==> config.mk <==
export PLATFORM = sky130hd
export DESIGN_NAME = rps_sequencer
export DESIGN_NICKNAME = d
export VERILOG_FILES = /design/src/core/rps_pkg.sv /design/src/core/rps_wdog_if.sv /design/src/core/rps_sequencer.sv /design/src/core/rps_watchdog.sv
export SDC_FILE = /design/constraint.sdc
export NUM_CORES = 1
export LEC_CHECK = 0
export ABC_AREA = 1
export ABC_CLOCK_PERIOD_IN_PS = 2000
export BUFFER_PORTS_ARGS = -buffer_cell sky130_fd_sc_hd__clkbuf_2
export CORE_MARGIN = 5
export CORE_UTILIZATION = 35
export CTS_BUF_LIST = sky130_fd_sc_hd__clkbuf_4
export DETAILED_ROUTE_END_ITERATION = 6
export PLACE_DENSITY = 0.65
export SETUP_SLACK_MARGIN = 0.15
export SYNTH_ARGS = -nofsm -noshare
export SYNTH_HDL_FRONTEND = slang
export SYNTH_SLANG_ARGS = --single-unit
==> constraint.sdc <==
create_clock -name CORE_CLK -period 2 [get_ports CORE_CLK]
set_clock_uncertainty 0.05 [all_clocks]
set_input_delay 0.2 -clock CORE_CLK [delete_from_list [all_inputs] [get_ports CORE_CLK]]
set_output_delay 0.2 -clock CORE_CLK [all_outputs]
set_load 0.02 [all_outputs]
==> src/core/rps_pkg.sv <==
// package: constants, config word layout and types of the reset/power sequencer
package rps_pkg;
   // ----------------------------------------------------------------
   // timing
   // ----------------------------------------------------------------
   localparam int CLK_HZ       = 25_000_000;             // core clock rate
   localparam int T_PWRUP_MS   = 72;                     // power-up delay, ms
   localparam int PWRUP_CYC    = T_PWRUP_MS * (CLK_HZ / 1000); // 1.8M cycles
   localparam int OSC_START_CYC = 1024;                  // oscillator settle count
   localparam int WDOG_TICKS   = 18;                     // rc ticks to timeout

   // ----------------------------------------------------------------
   // register map (byte addresses, low 16 bits of haddr)
   // ----------------------------------------------------------------
   localparam logic [15:0] A_STATUS  = 16'h0000;         // live state, read only
   localparam logic [15:0] A_CONTROL = 16'h0004;         // sleep / watchdog clear
   localparam logic [15:0] A_CAUSE   = 16'h0008;         // reset causes, w1c
   localparam logic [13:0] CFG_LOC   = 14'h2007;         // config word location
   localparam logic [13:0] CFG_LO    = 14'h2000;         // config space start
   localparam logic [13:0] CFG_HI    = 14'h3FFF;         // config space end

   // ----------------------------------------------------------------
   // config word fields (0 = programmed, 1 = erased)
   // ----------------------------------------------------------------
   localparam int CFG_PMP    = 13;                       // program mem protect
   localparam int CFG_DMP    = 8;                        // data mem protect
   localparam int CFG_LVPE   = 7;                        // low-voltage prog enable
   localparam int CFG_BOEN   = 6;                        // brownout detect enable
   localparam int CFG_MCE    = 5;                        // master clear pin enable
   localparam int CFG_OSEL2  = 4;                        // oscillator select 2
   localparam int CFG_PUDE   = 3;                        // power-up delay enable
   localparam int CFG_WDE    = 2;                        // watchdog enable
   localparam int CFG_OSEL1  = 1;                        // oscillator select 1
   localparam int CFG_OSEL0  = 0;                        // oscillator select 0
   localparam logic [13:0] CFG_MASK   = 14'h21FF;        // implemented bits
   localparam logic [13:0] CFG_ERASED = 14'h21FF;        // all unprogrammed

   // ----------------------------------------------------------------
   // control / cause / status bits
   // ----------------------------------------------------------------
   localparam int CTL_SLEEP = 0;                         // enter sleep
   localparam int CTL_WCLR  = 1;                         // clear watchdog
   localparam int CS_PWRON  = 0;                         // power-on seen
   localparam int CS_BROWN  = 1;                         // brownout reset seen
   localparam int CS_WDOG   = 2;                         // watchdog reset seen
   localparam int CS_EXTRST = 3;                         // master clear seen
   localparam int CS_WAKE   = 4;                         // watchdog wake seen

   // ----------------------------------------------------------------
   // types
   // ----------------------------------------------------------------
   typedef enum logic [2:0] {OSC_LOWPWR, OSC_XTAL, OSC_HSPEED, OSC_EXTCLK,
                             OSC_RCOSC} rps_osc_t;        // main oscillator modes
   typedef enum {ST_RUN, ST_SLEEP} rps_state_t;          // core power state
   typedef enum logic [1:0] {SEL_NONE, SEL_STATUS, SEL_CONTROL,
                             SEL_CAUSE} rps_sel_t;        // plain register select
endpackage

==> src/core/rps_wdog_if.sv <==
// interface: sequencer to watchdog timer link
`timescale 1ns/1ps
interface rps_wdog_if;
   logic       enable;                                   // watchdog running
   logic       clear;                                    // restart count
   logic       rc_tick;                                  // dedicated rc oscillator tick
   logic       timeout;                                  // one-cycle expiry pulse
   logic [7:0] count;                                    // current tick count
   modport seq  (output enable, clear, rc_tick, input timeout, count);
   modport wdog (input enable, clear, rc_tick, output timeout, count);
endinterface

==> src/core/rps_sequencer.sv <==
// module: reset, power-up and configuration sequencer with ahb-lite registers
//
// Local design decisions: the address map and the AHB-Lite interface to the registers.
`timescale 1ns/1ps
// Contract
// RULE_01: watchdog runs from own rc oscillator, config-enabled
// RULE_02: hold reset until oscillator start timer expires
// RULE_03: 72 ms power-up delay on power-on only
// RULE_04: brownout forces internal reset
// RULE_05: sleep wakes on reset, watchdog or interrupt
// RULE_06: config bits: programmed reads 0
// RULE_07: config word lives at 2007h
// RULE_08: config space reachable only in programming mode
// RULE_09: config bits pick main oscillator mode
// RULE_10: bit 8 data protect, bits 12-9 zero
// RULE_11: bit 7 picks programming pin role
// RULE_12: release reset only when all holds clear
module rps_sequencer
#(
   parameter int PWRUP_CYCLES = rps_pkg::PWRUP_CYC       // power-up delay count
)
(
   input  wire logic        CORE_CLK,                    // core clock 25 MHz
   input  wire logic        SRST,                        // power-on reset, sync
   input  wire logic        HSEL,                        // ahb select
   input  wire logic [31:0] HADDR,                       // ahb address
   input  wire logic [1:0]  HTRANS,                      // ahb transfer type
   input  wire logic        HWRITE,                      // ahb write
   input  wire logic [2:0]  HSIZE,                       // ahb size
   input  wire logic [31:0] HWDATA,                      // ahb write data
   input  wire logic        HREADY,                      // ahb bus ready
   output logic [31:0]      HRDATA,                      // ahb read data
   output logic             HREADYOUT,                   // ahb slave ready
   output logic             HRESP,                       // ahb response
   input  wire logic [13:0] CFG_NV,                      // stored config word
   input  wire logic        BROWNOUT_DET,                // supply below trip
   input  wire logic        MASTER_CLEAR_PIN_N,          // external reset pin
   input  wire logic        PROG_MODE_INPUT,             // low-voltage prog pin
   input  wire logic        HV_PROG_DET,                 // high voltage on reset pin
   input  wire logic        IRQ,                         // pending interrupt
   input  wire logic        WDOG_RC_TICK,                // rc oscillator tick
   output logic             CPU_RESET,                   // core held in reset
   output logic             SLEEPING,                    // core asleep
   output logic             OSC_ENABLE,                  // main oscillator on
   output rps_pkg::rps_osc_t OSC_MODE,                   // chosen oscillator
   output logic             PROG_PIN_IS_IO,              // shared pin is plain i/o
   output logic             DATA_MEM_PROTECT,            // data memory protected
   output logic             PROG_MEM_PROTECT,            // program memory protected
   output logic             CFG_PROG_WE,                 // write config to nv
   output logic [13:0]      CFG_PROG_DATA                // config word to nv
);
   import rps_pkg::*;

   // ----------------------------------------------------------------
   // decode helpers
   // ----------------------------------------------------------------
   // oscillator mode from select bits
   function automatic rps_osc_t osc_decode(input logic [13:0] c);
      logic [2:0] s;
      s = {c[CFG_OSEL2], c[CFG_OSEL1], c[CFG_OSEL0]};
      unique case (s)
         3'h0:    osc_decode = OSC_LOWPWR;
         3'h1:    osc_decode = OSC_XTAL;
         3'h2:    osc_decode = OSC_HSPEED;
         3'h3:    osc_decode = OSC_EXTCLK;
         default: osc_decode = OSC_RCOSC;
      endcase
   endfunction

   // plain register select from a byte address
   function automatic rps_sel_t reg_decode(input logic [15:0] a);
      if (a == A_STATUS)       reg_decode = SEL_STATUS;
      else if (a == A_CONTROL) reg_decode = SEL_CONTROL;
      else if (a == A_CAUSE)   reg_decode = SEL_CAUSE;
      else                     reg_decode = SEL_NONE;
   endfunction

   // ----------------------------------------------------------------
   // declarations
   // ----------------------------------------------------------------
   rps_wdog_if  wd ();                                   // watchdog link
   logic [13:0] cfg_reg;                                 // live config word
   logic        cfg_ld_reg;                              // config loaded
   logic [20:0] pwr_cnt_reg;                             // power-up delay count
   logic        pwr_done_reg;                            // power-up delay over
   logic [10:0] settle_cnt_reg;                          // oscillator settle count
   logic        settle_done_reg;                         // oscillator stable
   logic        wrst_reg;                                // watchdog reset pulse
   logic [4:0]  cause_reg;                               // reset cause flags
   rps_state_t  state_reg;                               // run / sleep
   logic        dp_wr_reg;                               // write data phase
   logic [15:0] dp_addr_reg;                             // data phase address
   logic [31:0] rdata_reg;                               // read data
   logic        aphase;                                  // valid address phase
   logic        cfg_addr;                                // address in config space
   logic        prog_mode;                               // programming mode
   logic        bo_active;                               // brownout hold
   logic        mc_active;                               // master clear hold
   logic        hold_any;                                // any reset source
   logic        xtal;                                    // crystal needs settle
   logic        wake;                                    // sleep exit, no reset
   logic        ctl_wr;                                  // control write strobe
   logic        cfg_wr;                                  // config write strobe

   // ----------------------------------------------------------------
   // config decode
   // ----------------------------------------------------------------
   // protect and power-up delay bits are active when programmed, i.e. 0  [RULE_06]
   assign prog_mode = cfg_reg[CFG_LVPE] ? PROG_MODE_INPUT : HV_PROG_DET; // [RULE_11]
   assign PROG_PIN_IS_IO   = !cfg_reg[CFG_LVPE];         // [RULE_11]
   assign DATA_MEM_PROTECT = !cfg_reg[CFG_DMP];          // [RULE_10]
   assign PROG_MEM_PROTECT = !cfg_reg[CFG_PMP];          // [RULE_06]
   assign OSC_MODE  = osc_decode(cfg_reg);               // [RULE_09]
   assign xtal      = (osc_decode(cfg_reg) == OSC_LOWPWR) || (osc_decode(cfg_reg) == OSC_XTAL) ||
                      (osc_decode(cfg_reg) == OSC_HSPEED);
   assign bo_active = cfg_reg[CFG_BOEN] && BROWNOUT_DET; // [RULE_04]
   assign mc_active = cfg_reg[CFG_MCE] && !MASTER_CLEAR_PIN_N;
   // every source must be gone before the core runs  [RULE_12]
   assign hold_any  = !cfg_ld_reg || !pwr_done_reg || !settle_done_reg || bo_active ||
                      mc_active || wrst_reg || prog_mode;
   assign CPU_RESET = hold_any;
   assign wake      = (state_reg == ST_SLEEP) && (IRQ || wd.timeout); // [RULE_05]

   // config load at release, then programming writes only  [RULE_07]
   always_ff @(posedge CORE_CLK)
   begin
      if (SRST)
      begin
         cfg_reg    <= CFG_ERASED;
         cfg_ld_reg <= 1'b0;
      end
      else if (!cfg_ld_reg)
      begin
         cfg_reg    <= CFG_NV & CFG_MASK;                // [RULE_10]
         cfg_ld_reg <= 1'b1;
      end
      else if (cfg_wr)
         cfg_reg <= HWDATA[13:0] & CFG_MASK;
   end

   // ----------------------------------------------------------------
   // hold timers
   // ----------------------------------------------------------------
   // power-up delay: runs once after power-on, brownout never restarts it
   always_ff @(posedge CORE_CLK)
   begin
      if (SRST)
      begin
         pwr_cnt_reg  <= 21'h000000;
         pwr_done_reg <= 1'b0;
      end
      else if (cfg_ld_reg && !pwr_done_reg)
      begin
         if (cfg_reg[CFG_PUDE] || pwr_cnt_reg == 21'(PWRUP_CYCLES - 1)) // [RULE_03]
            pwr_done_reg <= 1'b1;
         else
            pwr_cnt_reg <= pwr_cnt_reg + 21'h000001;
      end
   end

   // oscillator settle: after power-up, brownout and wake from sleep
   always_ff @(posedge CORE_CLK)
   begin
      if (SRST || bo_active || wake)
      begin
         settle_cnt_reg  <= 11'h000;
         settle_done_reg <= 1'b0;                        // [RULE_02]
      end
      else if (pwr_done_reg && !settle_done_reg)
      begin
         if (!xtal || settle_cnt_reg == 11'(OSC_START_CYC - 1))
            settle_done_reg <= 1'b1;                     // [RULE_02]
         else
            settle_cnt_reg <= settle_cnt_reg + 11'h001;
      end
   end

   // ----------------------------------------------------------------
   // watchdog and sleep
   // ----------------------------------------------------------------
   assign wd.enable  = cfg_reg[CFG_WDE] && cfg_ld_reg;   // [RULE_01]
   assign wd.clear   = hold_any || (ctl_wr && HWDATA[CTL_WCLR]) ||
                       (ctl_wr && HWDATA[CTL_SLEEP]);
   assign wd.rc_tick = WDOG_RC_TICK;                     // [RULE_01]

   rps_watchdog u_wdog
   (
      .clk  (CORE_CLK),
      .srst (SRST),
      .wd   (wd)
   );

   // awake expiry resets the core for one cycle
   always_ff @(posedge CORE_CLK)
   begin
      if (SRST)
         wrst_reg <= 1'b0;
      else
         wrst_reg <= wd.timeout && (state_reg == ST_RUN);
   end

   // sleep entry by software; leaves on reset or wake event
   always_ff @(posedge CORE_CLK)
   begin
      if (SRST)
         state_reg <= ST_RUN;
      else
         unique case (state_reg)
            ST_RUN:
               if (ctl_wr && HWDATA[CTL_SLEEP] && !hold_any)
                  state_reg <= ST_SLEEP;
            ST_SLEEP:
               if (hold_any || wake)                     // [RULE_05]
                  state_reg <= ST_RUN;
         endcase
   end
   assign SLEEPING   = (state_reg == ST_SLEEP);
   // oscillator stops in sleep, except in rc and external clock modes
   assign OSC_ENABLE = (state_reg == ST_RUN) || !xtal;

   // reset cause flags, write one to clear, a new cause wins
   always_ff @(posedge CORE_CLK)
   begin
      if (SRST)
         cause_reg <= 5'h01;
      else
      begin
         for (int i = 0; i < 5; i++)
            if (!dp_wr_reg || reg_decode(dp_addr_reg) != SEL_CAUSE || !HWDATA[i]) ;
            else cause_reg[i] <= 1'b0;
         if (bo_active) cause_reg[CS_BROWN] <= 1'b1;     // [RULE_04]
         if (wrst_reg)  cause_reg[CS_WDOG]  <= 1'b1;
         if (mc_active) cause_reg[CS_EXTRST] <= 1'b1;
         if (wake && wd.timeout) cause_reg[CS_WAKE] <= 1'b1;
      end
   end

   // ----------------------------------------------------------------
   // ahb-lite slave, zero wait states
   // ----------------------------------------------------------------
   assign aphase    = HSEL && HTRANS[1] && HREADY;
   assign cfg_addr  = dp_addr_reg[15];                   // index 2000h-3FFFh
   assign ctl_wr    = dp_wr_reg && reg_decode(dp_addr_reg) == SEL_CONTROL;
   // config space closed outside programming mode  [RULE_08]
   assign cfg_wr    = dp_wr_reg && cfg_addr && prog_mode &&
                      dp_addr_reg[15:2] == CFG_LOC;      // [RULE_07]
   assign HREADYOUT = 1'b1;
   assign HRESP     = 1'b0;
   assign HRDATA    = rdata_reg;
   assign CFG_PROG_WE   = cfg_wr;
   assign CFG_PROG_DATA = cfg_reg;

   // capture address phase
   always_ff @(posedge CORE_CLK)
   begin
      if (SRST)
      begin
         dp_wr_reg   <= 1'b0;
         dp_addr_reg <= 16'h0000;
      end
      else
      begin
         dp_wr_reg   <= aphase && HWRITE;
         dp_addr_reg <= aphase ? HADDR[15:0] : dp_addr_reg;
      end
   end

   // read data staged in the address phase
   always_ff @(posedge CORE_CLK)
   begin
      if (SRST)
         rdata_reg <= 32'h00000000;
      else if (aphase && !HWRITE)
      begin
         if (HADDR[15])                                  // [RULE_08]
            rdata_reg <= (prog_mode && HADDR[15:2] == CFG_LOC) ? {18'h00000, cfg_reg} : 32'h0;
         else
            unique case (reg_decode(HADDR[15:0]))
               SEL_STATUS:  rdata_reg <= {26'h0, prog_mode, SLEEPING, hold_any,
                                          settle_done_reg, pwr_done_reg, cfg_ld_reg};
               SEL_CAUSE:   rdata_reg <= {27'h0, cause_reg};
               SEL_CONTROL: rdata_reg <= 32'h00000000;
               SEL_NONE:    rdata_reg <= 32'h00000000;
            endcase
      end
   end

   // ----------------------------------------------------------------
   // checks
   // ----------------------------------------------------------------
   a_pwrup_holds: assert property (@(posedge CORE_CLK) disable iff (SRST) // [RULE_03]
      !pwr_done_reg |-> CPU_RESET)
      else $error("core ran during power-up delay");
   a_pwrup_once: assert property (@(posedge CORE_CLK) disable iff (SRST) // [RULE_03]
      pwr_done_reg |=> pwr_done_reg)
      else $error("power-up delay restarted without power-on");
   a_osc_restart: assert property (@(posedge CORE_CLK) disable iff (SRST) // [RULE_02]
      bo_active |=> !settle_done_reg ##0 CPU_RESET)
      else $error("oscillator settle not restarted");
   a_brown_reset: assert property (@(posedge CORE_CLK) disable iff (SRST) // [RULE_04]
      (cfg_reg[CFG_BOEN] && BROWNOUT_DET) |-> CPU_RESET)
      else $error("brownout did not reset core");
   a_irq_wake: assert property (@(posedge CORE_CLK) disable iff (SRST) // [RULE_05]
      (SLEEPING && IRQ) |=> !SLEEPING)
      else $error("interrupt did not wake core");
   a_mc_polarity: assert property (@(posedge CORE_CLK) disable iff (SRST) // [RULE_06]
      (cfg_reg[CFG_MCE] && !MASTER_CLEAR_PIN_N) |-> CPU_RESET)
      else $error("enabled master clear pin did not hold core");
   a_cfg_locked: assert property (@(posedge CORE_CLK) disable iff (SRST) // [RULE_08]
      (cfg_ld_reg && !prog_mode) |=> $stable(cfg_reg))
      else $error("config changed outside programming mode");
   a_cfg_unimpl: assert property (@(posedge CORE_CLK) disable iff (SRST) // [RULE_10]
      cfg_reg[12:9] == 4'h0)
      else $error("unimplemented config bits set");
   a_pin_role: assert property (@(posedge CORE_CLK) disable iff (SRST) // [RULE_11]
      (PROG_PIN_IS_IO ? HV_PROG_DET : PROG_MODE_INPUT) |-> CPU_RESET)
      else $error("programming entry on chosen pin did not hold core");
   a_release_all: assert property (@(posedge CORE_CLK) disable iff (SRST) // [RULE_12]
      $fell(CPU_RESET) |-> pwr_done_reg && settle_done_reg && !bo_active && !mc_active)
      else $error("reset released with a hold active");
   c_irq_wake:  cover property (@(posedge CORE_CLK) disable iff (SRST) SLEEPING ##1 !SLEEPING);
   c_wdog_rst:  cover property (@(posedge CORE_CLK) disable iff (SRST) wrst_reg);
   c_cfg_write: cover property (@(posedge CORE_CLK) disable iff (SRST) cfg_wr);
endmodule

==> src/core/rps_watchdog.sv <==
// module: watchdog timer counting ticks of its own rc oscillator
`timescale 1ns/1ps
module rps_watchdog
(
   input  wire logic     clk,                            // core clock
   input  wire logic     srst,                           // sync reset
   rps_wdog_if.wdog      wd                              // link to sequencer
);
   import rps_pkg::*;

   // ----------------------------------------------------------------
   // tick counter
   // ----------------------------------------------------------------
   logic [7:0] cnt_reg;                                  // rc ticks seen
   logic       tmo_reg;                                  // expiry pulse
   logic       at_end;                                   // last tick reached

   assign at_end     = (cnt_reg == 8'(WDOG_TICKS - 1));
   assign wd.count   = cnt_reg;
   assign wd.timeout = tmo_reg;

   // counts only on rc ticks, never on core edges alone
   always_ff @(posedge clk)
   begin
      if (srst || !wd.enable || wd.clear)
         cnt_reg <= 8'h00;
      else if (wd.rc_tick)                               // [RULE_01]
         cnt_reg <= at_end ? 8'h00 : cnt_reg + 8'h01;
   end

   // expiry pulse, one cycle
   always_ff @(posedge clk)
   begin
      if (srst)
         tmo_reg <= 1'b0;
      else
         tmo_reg <= wd.enable && !wd.clear && wd.rc_tick && at_end;
   end

   // ----------------------------------------------------------------
   // checks
   // ----------------------------------------------------------------
   a_wdog_wraps: assert property (@(posedge clk) disable iff (srst) // [RULE_01]
      tmo_reg |-> cnt_reg == 8'h00)
      else $error("watchdog count did not wrap on timeout");
   a_wdog_off_quiet: assert property (@(posedge clk) disable iff (srst) // [RULE_01]
      !wd.enable |=> !tmo_reg)
      else $error("disabled watchdog timed out");
endmodule

==> out/metrics.yaml, run 1 <==
status:
  status: "finished, final reports clean"
worst_setup_path:
  cp_slowest_cell: "dfxtp_1"
  startpoint_type: "flop"
  path_common_cell: "nor2_2"
  r2r_slack_ns: 0.30
  ff2ff_path_depth: 9
  max_stage_delay_ns: 0.35
  worst-path-max-fanout: 3
  worstPathCellList: "nor2_2, nand2_1, nor2_2, inv_1, nor4_2, buf_4"
  r2r-start: "pwr_cnt_reg[1]"
  crit_buf_inv: 2
  crit_family: "simple AND/OR/NAND/NOR gates"
  setup.worst_path.class: "flop to output pin"
  crit_required_ns: 1.75
  end_kind: "output pin"
  rr_endpoint: "pwr_cnt_reg[13]"
  cp.arrival_ns: 1.61
logic_synthesis:
  synthCells: 708
  synth-edff-count: 0
  yosys_warnings: 0
  synthArstFlopShare_pct: 0
  ys_ff_latch: 88
  ys_seq_area_share_pct: 36.9
  synthFlopType: "dfxtp_1"
  netlist_area_mm2: 0.00478
  synth_cell_types: 34
  avgSynthCellArea_um2: 6.75
  yosys-top-cells-area: "dfxtp_1 37%, nand2_1 13%, nor2_1 7.9%, a21oi_1 6.1%, nand3_1 6.1%"
  synth_top_area_cell: "dfxtp_1"
  yosysTopAreaCellShare_pct: 36.9
finish:
  nFillCells: 1404
  seq_area_mm2: 0.00176
  multi_input_area_mm2: 0.00254
  largest_register_ffs: 21
  area_growth_pct: 18.4
  utilization_pct: 42.6
  drive_above_1_share_pct: 16.9
  fin_nets: 908
cts:
  clk_latency_ns: 0.47
  cts_tree: "done"
  numCtsBuffers: 9
  clock-sinks: 88
  cts-root-buf: "clkbuf_4"
  cts_buffer_depth: 2
  clkTransAtPathRegs_ns: 0.15
  cts_max_level: 3
route:
  first_pass_iters: 5
  drt-wirelength-per-cell_um: 12.9
  drc_errors: 0
  drt-initial-drc-count: 281
  routed_wl_mm: 12.8
  antenna_left: 0
  vias: 4651
  avgViaCountPerCell: 4.69
sta:
  setup_tns_ns: 0
  rsz0062_at_grt: "true"
  hold_viol: 0
  fin_crit_sh_pct: 93.0
  slew_viol_final: 0
  max_freq_ghz: 0.538
  setup_violations: 0
  period_needed_ns: 1.86
min_path:
  hold_depth: 3
  worst_hold_path_type: "primary input to flop"
  min_from: "HADDR[2]"
  holdPathEnd: "dp_addr_reg[2]"
placed_design:
  numPortBuffers: 77
  gp_congestion: 0.832
  hpwl_mm: 9.51
floorplan:
  fp.dieH_um: 127
  io_pins: 152
  initial_core_util_pct: 35.9
  die_area_mm2: 0.0161
  rows: 42
  die_w_um: 127
  core_area_mm2: 0.0133
global_route:
  grt.busiest_layer: "met2"
  grt_util_met1_pct: 21.1
  antenna_found_initial: 1
  use_met2_pct: 26.3
  grt_max_degree: 39
  grt_pass1_vias: 4262
  overflow: 0
  grtUsageMet3_pct: 3.28
  grt_usage_pct: 15.9
  grt_first_pass_wirelength_mm: 21.0
power:
  ir_drop_v: 0.000276
  total_leakage_power_uw: 0.00231
  power_density_mw_per_mm2: 568
job:
  cap_violations: 0
[cells in the final DEF (no fill, tap or decap), types with 22 or more instances in the layout]
master         Yosys  final
dfxtp_1           88     88
inv_1             70     70
o21ai_0           36     36
conb_1             2     28
nand3_1           58     57
dlygate4sd3_1      0     22
nor2_1           100     97
nand2_1          162    160
clkbuf_2           0     75
a21oi_1           58     58
[repair_timing]
action	4_1_cts	5_1_grt
setup endpoints to repair	2	12
pin swaps	2	0
endpoints found under the hold margin	20	0
setup buffers	2	0
resized for setup	7	3
hold buffers	22	0
[cells in the mapped netlist, types with 5 or more instances]
cell / count
a21oi_1: 58
buf_4: 30
clkbuf_1: 13
dfxtp_1: 88
inv_1: 70
mux2_2: 5
nand2_1: 162
nand3_1: 58
nand4_1: 11
nor2_1: 100
nor3_1: 11
o211ai_1: 5
o21ai_0: 36
xnor2_1: 10
xor2_1: 14
[through the flow]
| step | cell area, µm² | setup slack [ns] | std cells | total power (µW) | hold WS, ns |
|---|---|---|---|---|---|
| finish | 5660 | 0.140 | 992 | 3220 | 0.0193 |
| global route | 5660 | 0.0506 | 992 | 3370 | 0.00984 |
| CTS | 5650 | 0.110 | 991 | 3240 | 0.00236 |
| detailed placement | 5270 | 0.228 | 951 | 2280 | 0.388 |
| global placement | 5270 | 0.243 | 951 | 2280 | 0.378 |
| floorplan | 4880 | 0.375 | 734 | 2170 | 0.298 |
[how the worst max path moves through the flow]
stage	start	endpoint	slack (ns)	cells past startpoint
after detailed placement	dp_addr_reg[8]	CFG_PROG_DATA[7]	0.23	7
final	dp_addr_reg[8]	CFG_PROG_WE	0.14	6
after CTS	dp_addr_reg[8]	CFG_PROG_WE	0.11	6
after global placement	dp_addr_reg[8]	CFG_PROG_DATA[7]	0.24	7
after global routing	dp_addr_reg[8]	CFG_PROG_WE	0.05	6
after floorplan	CFG_PROG_DATA[7]	CFG_PROG_WE	0.38	2
[power by group]
group	switching [µW]	total [µW]	internal, µW
clock network	658	931	273
registers	34.9	1830	1800
logic	291	451	160
[routing by layer]
layer,vias up,part of all wire [%]
met2,109,47
met4,0,1.2
met3,15,5.0
li1,2431,-
met1,2096,47
met5,-,0
[kinds of logic after synthesis]
group                    count (synthesis)  synth area share (%)
other                                    2                 0.157
buffers and inverters                  122                  12.5
flip-flops                              88                  36.9
adder cells (fa/ha/maj)                  4                  1.05
AND/OR/NAND/NOR                        358                  32.2
AO/OA/AOI/OAI                          105                  11.6
multiplexers                             5                  1.18
XOR/XNOR                                24                  4.40
[area by class of cell]
class | instances | area share [%]
clock buffer | 10 | 1.33
multi-input combinational | 524 | 44.9
inverter | 72 | 4.78
timing repair buffer | 115 | 13.1
antenna | 1 | 0.0442
tap | 176 | 3.89
sequential | 88 | 31.1
clock inverter | 6 | 0.796
[worst register-to-register path: stages (launching register included)]
cell     delay, ns
dfxtp_1       0.41
ha_1          0.21
nand3_2       0.14
nor2_2        0.19
nand3_4       0.15
nand2_2       0.13
nor2_4        0.04
buf_12        0.14
nand2_1       0.08
a21oi_2       0.05
No activity file was read; power rests on OpenSTA's default activity.
==> inputs of run 2 (changes only) <==
--- a/config.mk
+++ b/config.mk
@@ -5,14 +5,14 @@
 export SDC_FILE = /design/constraint.sdc
 export NUM_CORES = 1
 export LEC_CHECK = 0
-export ABC_AREA = 1
 export ABC_CLOCK_PERIOD_IN_PS = 2000
 export BUFFER_PORTS_ARGS = -buffer_cell sky130_fd_sc_hd__clkbuf_2
+export CORE_ASPECT_RATIO = 0.8
 export CORE_MARGIN = 5
 export CORE_UTILIZATION = 35
 export CTS_BUF_LIST = sky130_fd_sc_hd__clkbuf_4
 export DETAILED_ROUTE_END_ITERATION = 6
-export PLACE_DENSITY = 0.65
+export PLACE_DENSITY = 0.67
 export SETUP_SLACK_MARGIN = 0.15
 export SYNTH_ARGS = -nofsm -noshare
 export SYNTH_HDL_FRONTEND = slang
==> run 2 against run 1 <==
  * Clock power is 3.4% higher
  * Combinational power increased by 2%
  * Flip-flop and latch count is the same
  * Core utilization rose by 4.1 points
  * Sequential share of layout area up 0.42 points
  * Design area fell by 0.35%
  * Count of clock-buffer cells in the layout shrank 1
  * First-iteration DRC count grew 5.0%
  * Fmax down 6.7%
  * Die area shrank 9.5%
  * Critical path type is now flop to flop
==> out/metrics.yaml, run 2 <==
status:
  status: "finished, final reports clean"
global_route:
  overflow: 0  # unchanged
  grt_pass1_vias: 3908  # -8.3%
  grt_usage_pct: 16.1  # +0.17 points
  antenna_found_initial: 0  # -1
  grt_max_degree: 34  # -13%
  grt_first_pass_wirelength_mm: 18.7  # -11%
placed_design:
  numPortBuffers: 77  # unchanged
  gp_congestion: 0.860  # +3.4%
  hpwl_mm: 8.59  # -9.7%
  place_area_mm2: 0.00484  # -8.3%
floorplan:
  die_w_um: 134  # +5.4%
  die_area_mm2: 0.0146  # -9.5%
  initial_core_util_pct: 35.5  # -0.46 points
  core_area_mm2: 0.0121  # -9.2%
  fp.dieH_um: 109  # -14%
  io_pins: 152  # unchanged
  rows: 36  # -14%
logic_synthesis:
  synth_common_cells: "88 x dfxtp_1, 63 x nor2_1, 61 x nand2_1, 31 x a21oi_1, 28 x buf_4"
  ys_seq_area_share_pct: 41.1  # +4.3 points
  synth_cell_types: 57  # +68%
  synthArstFlopShare_pct: 0  # unchanged
  yosysMostFrequentCell: "dfxtp_1"
  yosys-top-cells-area: "dfxtp_1 41%, nor2_1 5.5%, nand2_1 5.3%, buf_4 4.9%, xnor2_1 3.9%"
  synthFlopType: "dfxtp_1"
  synth_top_area_cell: "dfxtp_1"
  avgSynthCellArea_um2: 8.30  # +23%
  netlist_area_mm2: 0.00428  # -10%
  yosysTopAreaCellShare_pct: 41.1  # +4.3 points
  synth-edff-count: 0  # unchanged
  ys_ff_latch: 88  # unchanged
  synthCells: 516  # -27%
  yosys_warnings: 0  # unchanged
min_path:
  holdPathEnd: "cause_reg[3]"
  min_from: "HWDATA[3]"
  hold_depth: 3  # unchanged
  worst_hold_path_type: "primary input to flop"
worst_setup_path:
  startpoint_type: "flop"
  cp.arrival_ns: 2.31  # +0.70 ns
  cp_slowest_cell: "or4b_4"
  worst-path-max-fanout: 3  # unchanged
  r2r_slack_ns: 0.007  # -0.29 ns
  max_stage_delay_ns: 0.52  # +0.17 ns
  r2r-start: "dp_addr_reg[0]"
  crit_start: "dp_addr_reg[0]"
  ff2ff_path_depth: 5  # -4
  end_kind: "flop"
  worstPathCellList: "nor4_1, nand2_1, or3_4, or4b_4, a211oi_2"
  rr_endpoint: "state_reg[0]"
  setup.worst_path.class: "flop to flop"
  crit_required_ns: 2.32  # +0.57 ns
sta:
  fin_crit_sh_pct: 99.6  # +6.6 points
  hold_viol: 0  # unchanged
  hold_ws_ns: 0.0435  # +0.0243 ns
  rsz0062_at_grt: "true"
  period_needed_ns: 1.99  # +0.133 ns
  max_freq_ghz: 0.502  # -6.7%
  setup_violations: 0  # unchanged
  worstMarginPinSlew_ns: 0.538
  setup_tns_ns: 0  # unchanged
  slew_viol_final: 0  # unchanged
  slew_headroom_pct: 64.1
finish:
  fin_nets: 748  # -18%
  final_area_mm2: 0.00564  # -0.35%
  nFillCells: 1146  # -18%
  drive_above_1_share_pct: 27.8  # +11 points
  seq_area_mm2: 0.00178  # +0.99%
  final_cell_mix: "78 x dfxtp_1, 75 x clkbuf_2, 62 x nor2_1, 60 x nand2_1, 33 x buf_4"
  multi_input_area_mm2: 0.00247  # -2.8%
  largest_register_ffs: 21  # unchanged
  final_common_cell: "dfxtp_1"
  antenna_cells: 0  # -1
  area_growth_pct: 31.6
power:
  ir_drop_v: 0.000306  # +11%
  power_density_mw_per_mm2: 577  # +1.5%
  total_leakage_power_uw: 0.00223  # -3.4%
cts:
  cts_max_level: 3  # unchanged
  cts_buffer_depth: 2  # unchanged
  clk_latency_ns: 0.44  # -0.03 ns
  cts-root-buf: "clkbuf_4"
  cts_tree: "done"
  numCtsBuffers: 9  # unchanged
  clkTransAtPathRegs_ns: 0.13  # -0.02 ns
  clock-sinks: 88  # unchanged
route:
  drt-wirelength-per-cell_um: 14.7  # +14%
  vias: 4095  # -12%
  drt-initial-drc-count: 295  # +5.0%
  avgViaCountPerCell: 5.07  # +8.2%
  first_pass_iters: 5  # unchanged
  antenna_left: 0  # unchanged
  routed_wl_mm: 11.8  # -7.2%
  drc_errors: 0  # unchanged
job:
  cap_violations: 0  # unchanged
==> run 2: cell types whose count changed in the layout (fill, tap and decap cells not counted), sizes merged, moves of 10 or more <==
cell and delta:
a21oi -30, nor2 -40, o21ai -15, nand2 -102, inv -63, buf +23, a41oi +10, dlygate4sd3 +10
nand3 -42
==> run 2: final cells by class <==
cell class              count  share of cell area (%)
well taps                 152                    3.37
repair buffers            147                    18.2
flip-flops and latches     88                    31.6
multi-input cells         393                    43.8
inverters                  11                   0.777
clock buffers               9                    1.20
clock inverters             7                    1.11
==> run 2: cell families (layout without fill, tap and decap cells) <==
group | Yosys count | count (layout) | synth area share, %
AO/OA/AOI/OAI | 98 | 98 | 15.1
XOR/XNOR | 30 | 30 | 6.13
adder cells (fa/ha/maj) | 4 | 4 | 1.17
buffers and inverters | 61 | 174 | 7.83
flip-flops | 88 | 88 | 41.1
multiplexers | 6 | 6 | 1.52
other | 2 | 28 | 0.175
AND/OR/NAND/NOR | 227 | 227 | 26.9
==> run 2: critical path, delay by kind of cell, from the launching register on <==
| kind | cells | cell delay (ns) |
|---|---|---|
| DFF | 1 | 0.36 |
| and+or+nand+nor | 4 | 1.35 |
| AOI/OAI and AO/OA | 1 | 0.17 |
==> run 2: worst max-delay path by stage <==
stage                   end  slack (ns)
2_1_floorplan  state_reg[0]        0.13
3_3_place_gp   state_reg[0]       -0.02
3_5_place_dp    CFG_PROG_WE       -0.09
4_1_cts        state_reg[0]        0.05
5_1_grt        state_reg[0]       -0.03
6_report       state_reg[0]       0.007
==> run 2: where the power goes <==
part | internal [µW] | total (µW) | switching (µW) | leakage, µW
Clock | 369 | 963 | 594 | 0.0000684
Combinational | 203 | 461 | 258 | 0.00144
Sequential | 1790 | 1830 | 41.2 | 0.000718
Total | 2360 | 3250 | 893 | 0.00223
==> run 2: metrics by stage <==
stage / power (µW) / instances / setup WS [ns] / util (%)
global route: 3390 / 807 / -0.0305 / 46.7
CTS: 3260 / 806 / 0.0460 / 45.8
finish: 3250 / 807 / 0.00739 / 46.7
floorplan: 2100 / 542 / 0.127 / -
global placement: 2200 / 743 / -0.0205 / 40.1
detailed placement: 2210 / 743 / -0.0950 / 40.1
==> run 2: per-layer routing <==
layer	vias to the layer above	share of wire, %	GRT usage, %
met3	21	5.7	3.41
li1	2025	-	-
met4	0	1.9	5.95
met1	1929	43	19.9
met2	120	49	27.9
met5	-	0	0
==> run 2: repair_timing <==
action,4_1_cts,5_1_grt
endpoints found under the hold margin,32,0
endpoints found under the setup margin,26,33
setup buffers,15,1
pin swaps,13,11
gates resized for setup,36,26
hold buffers,32,0
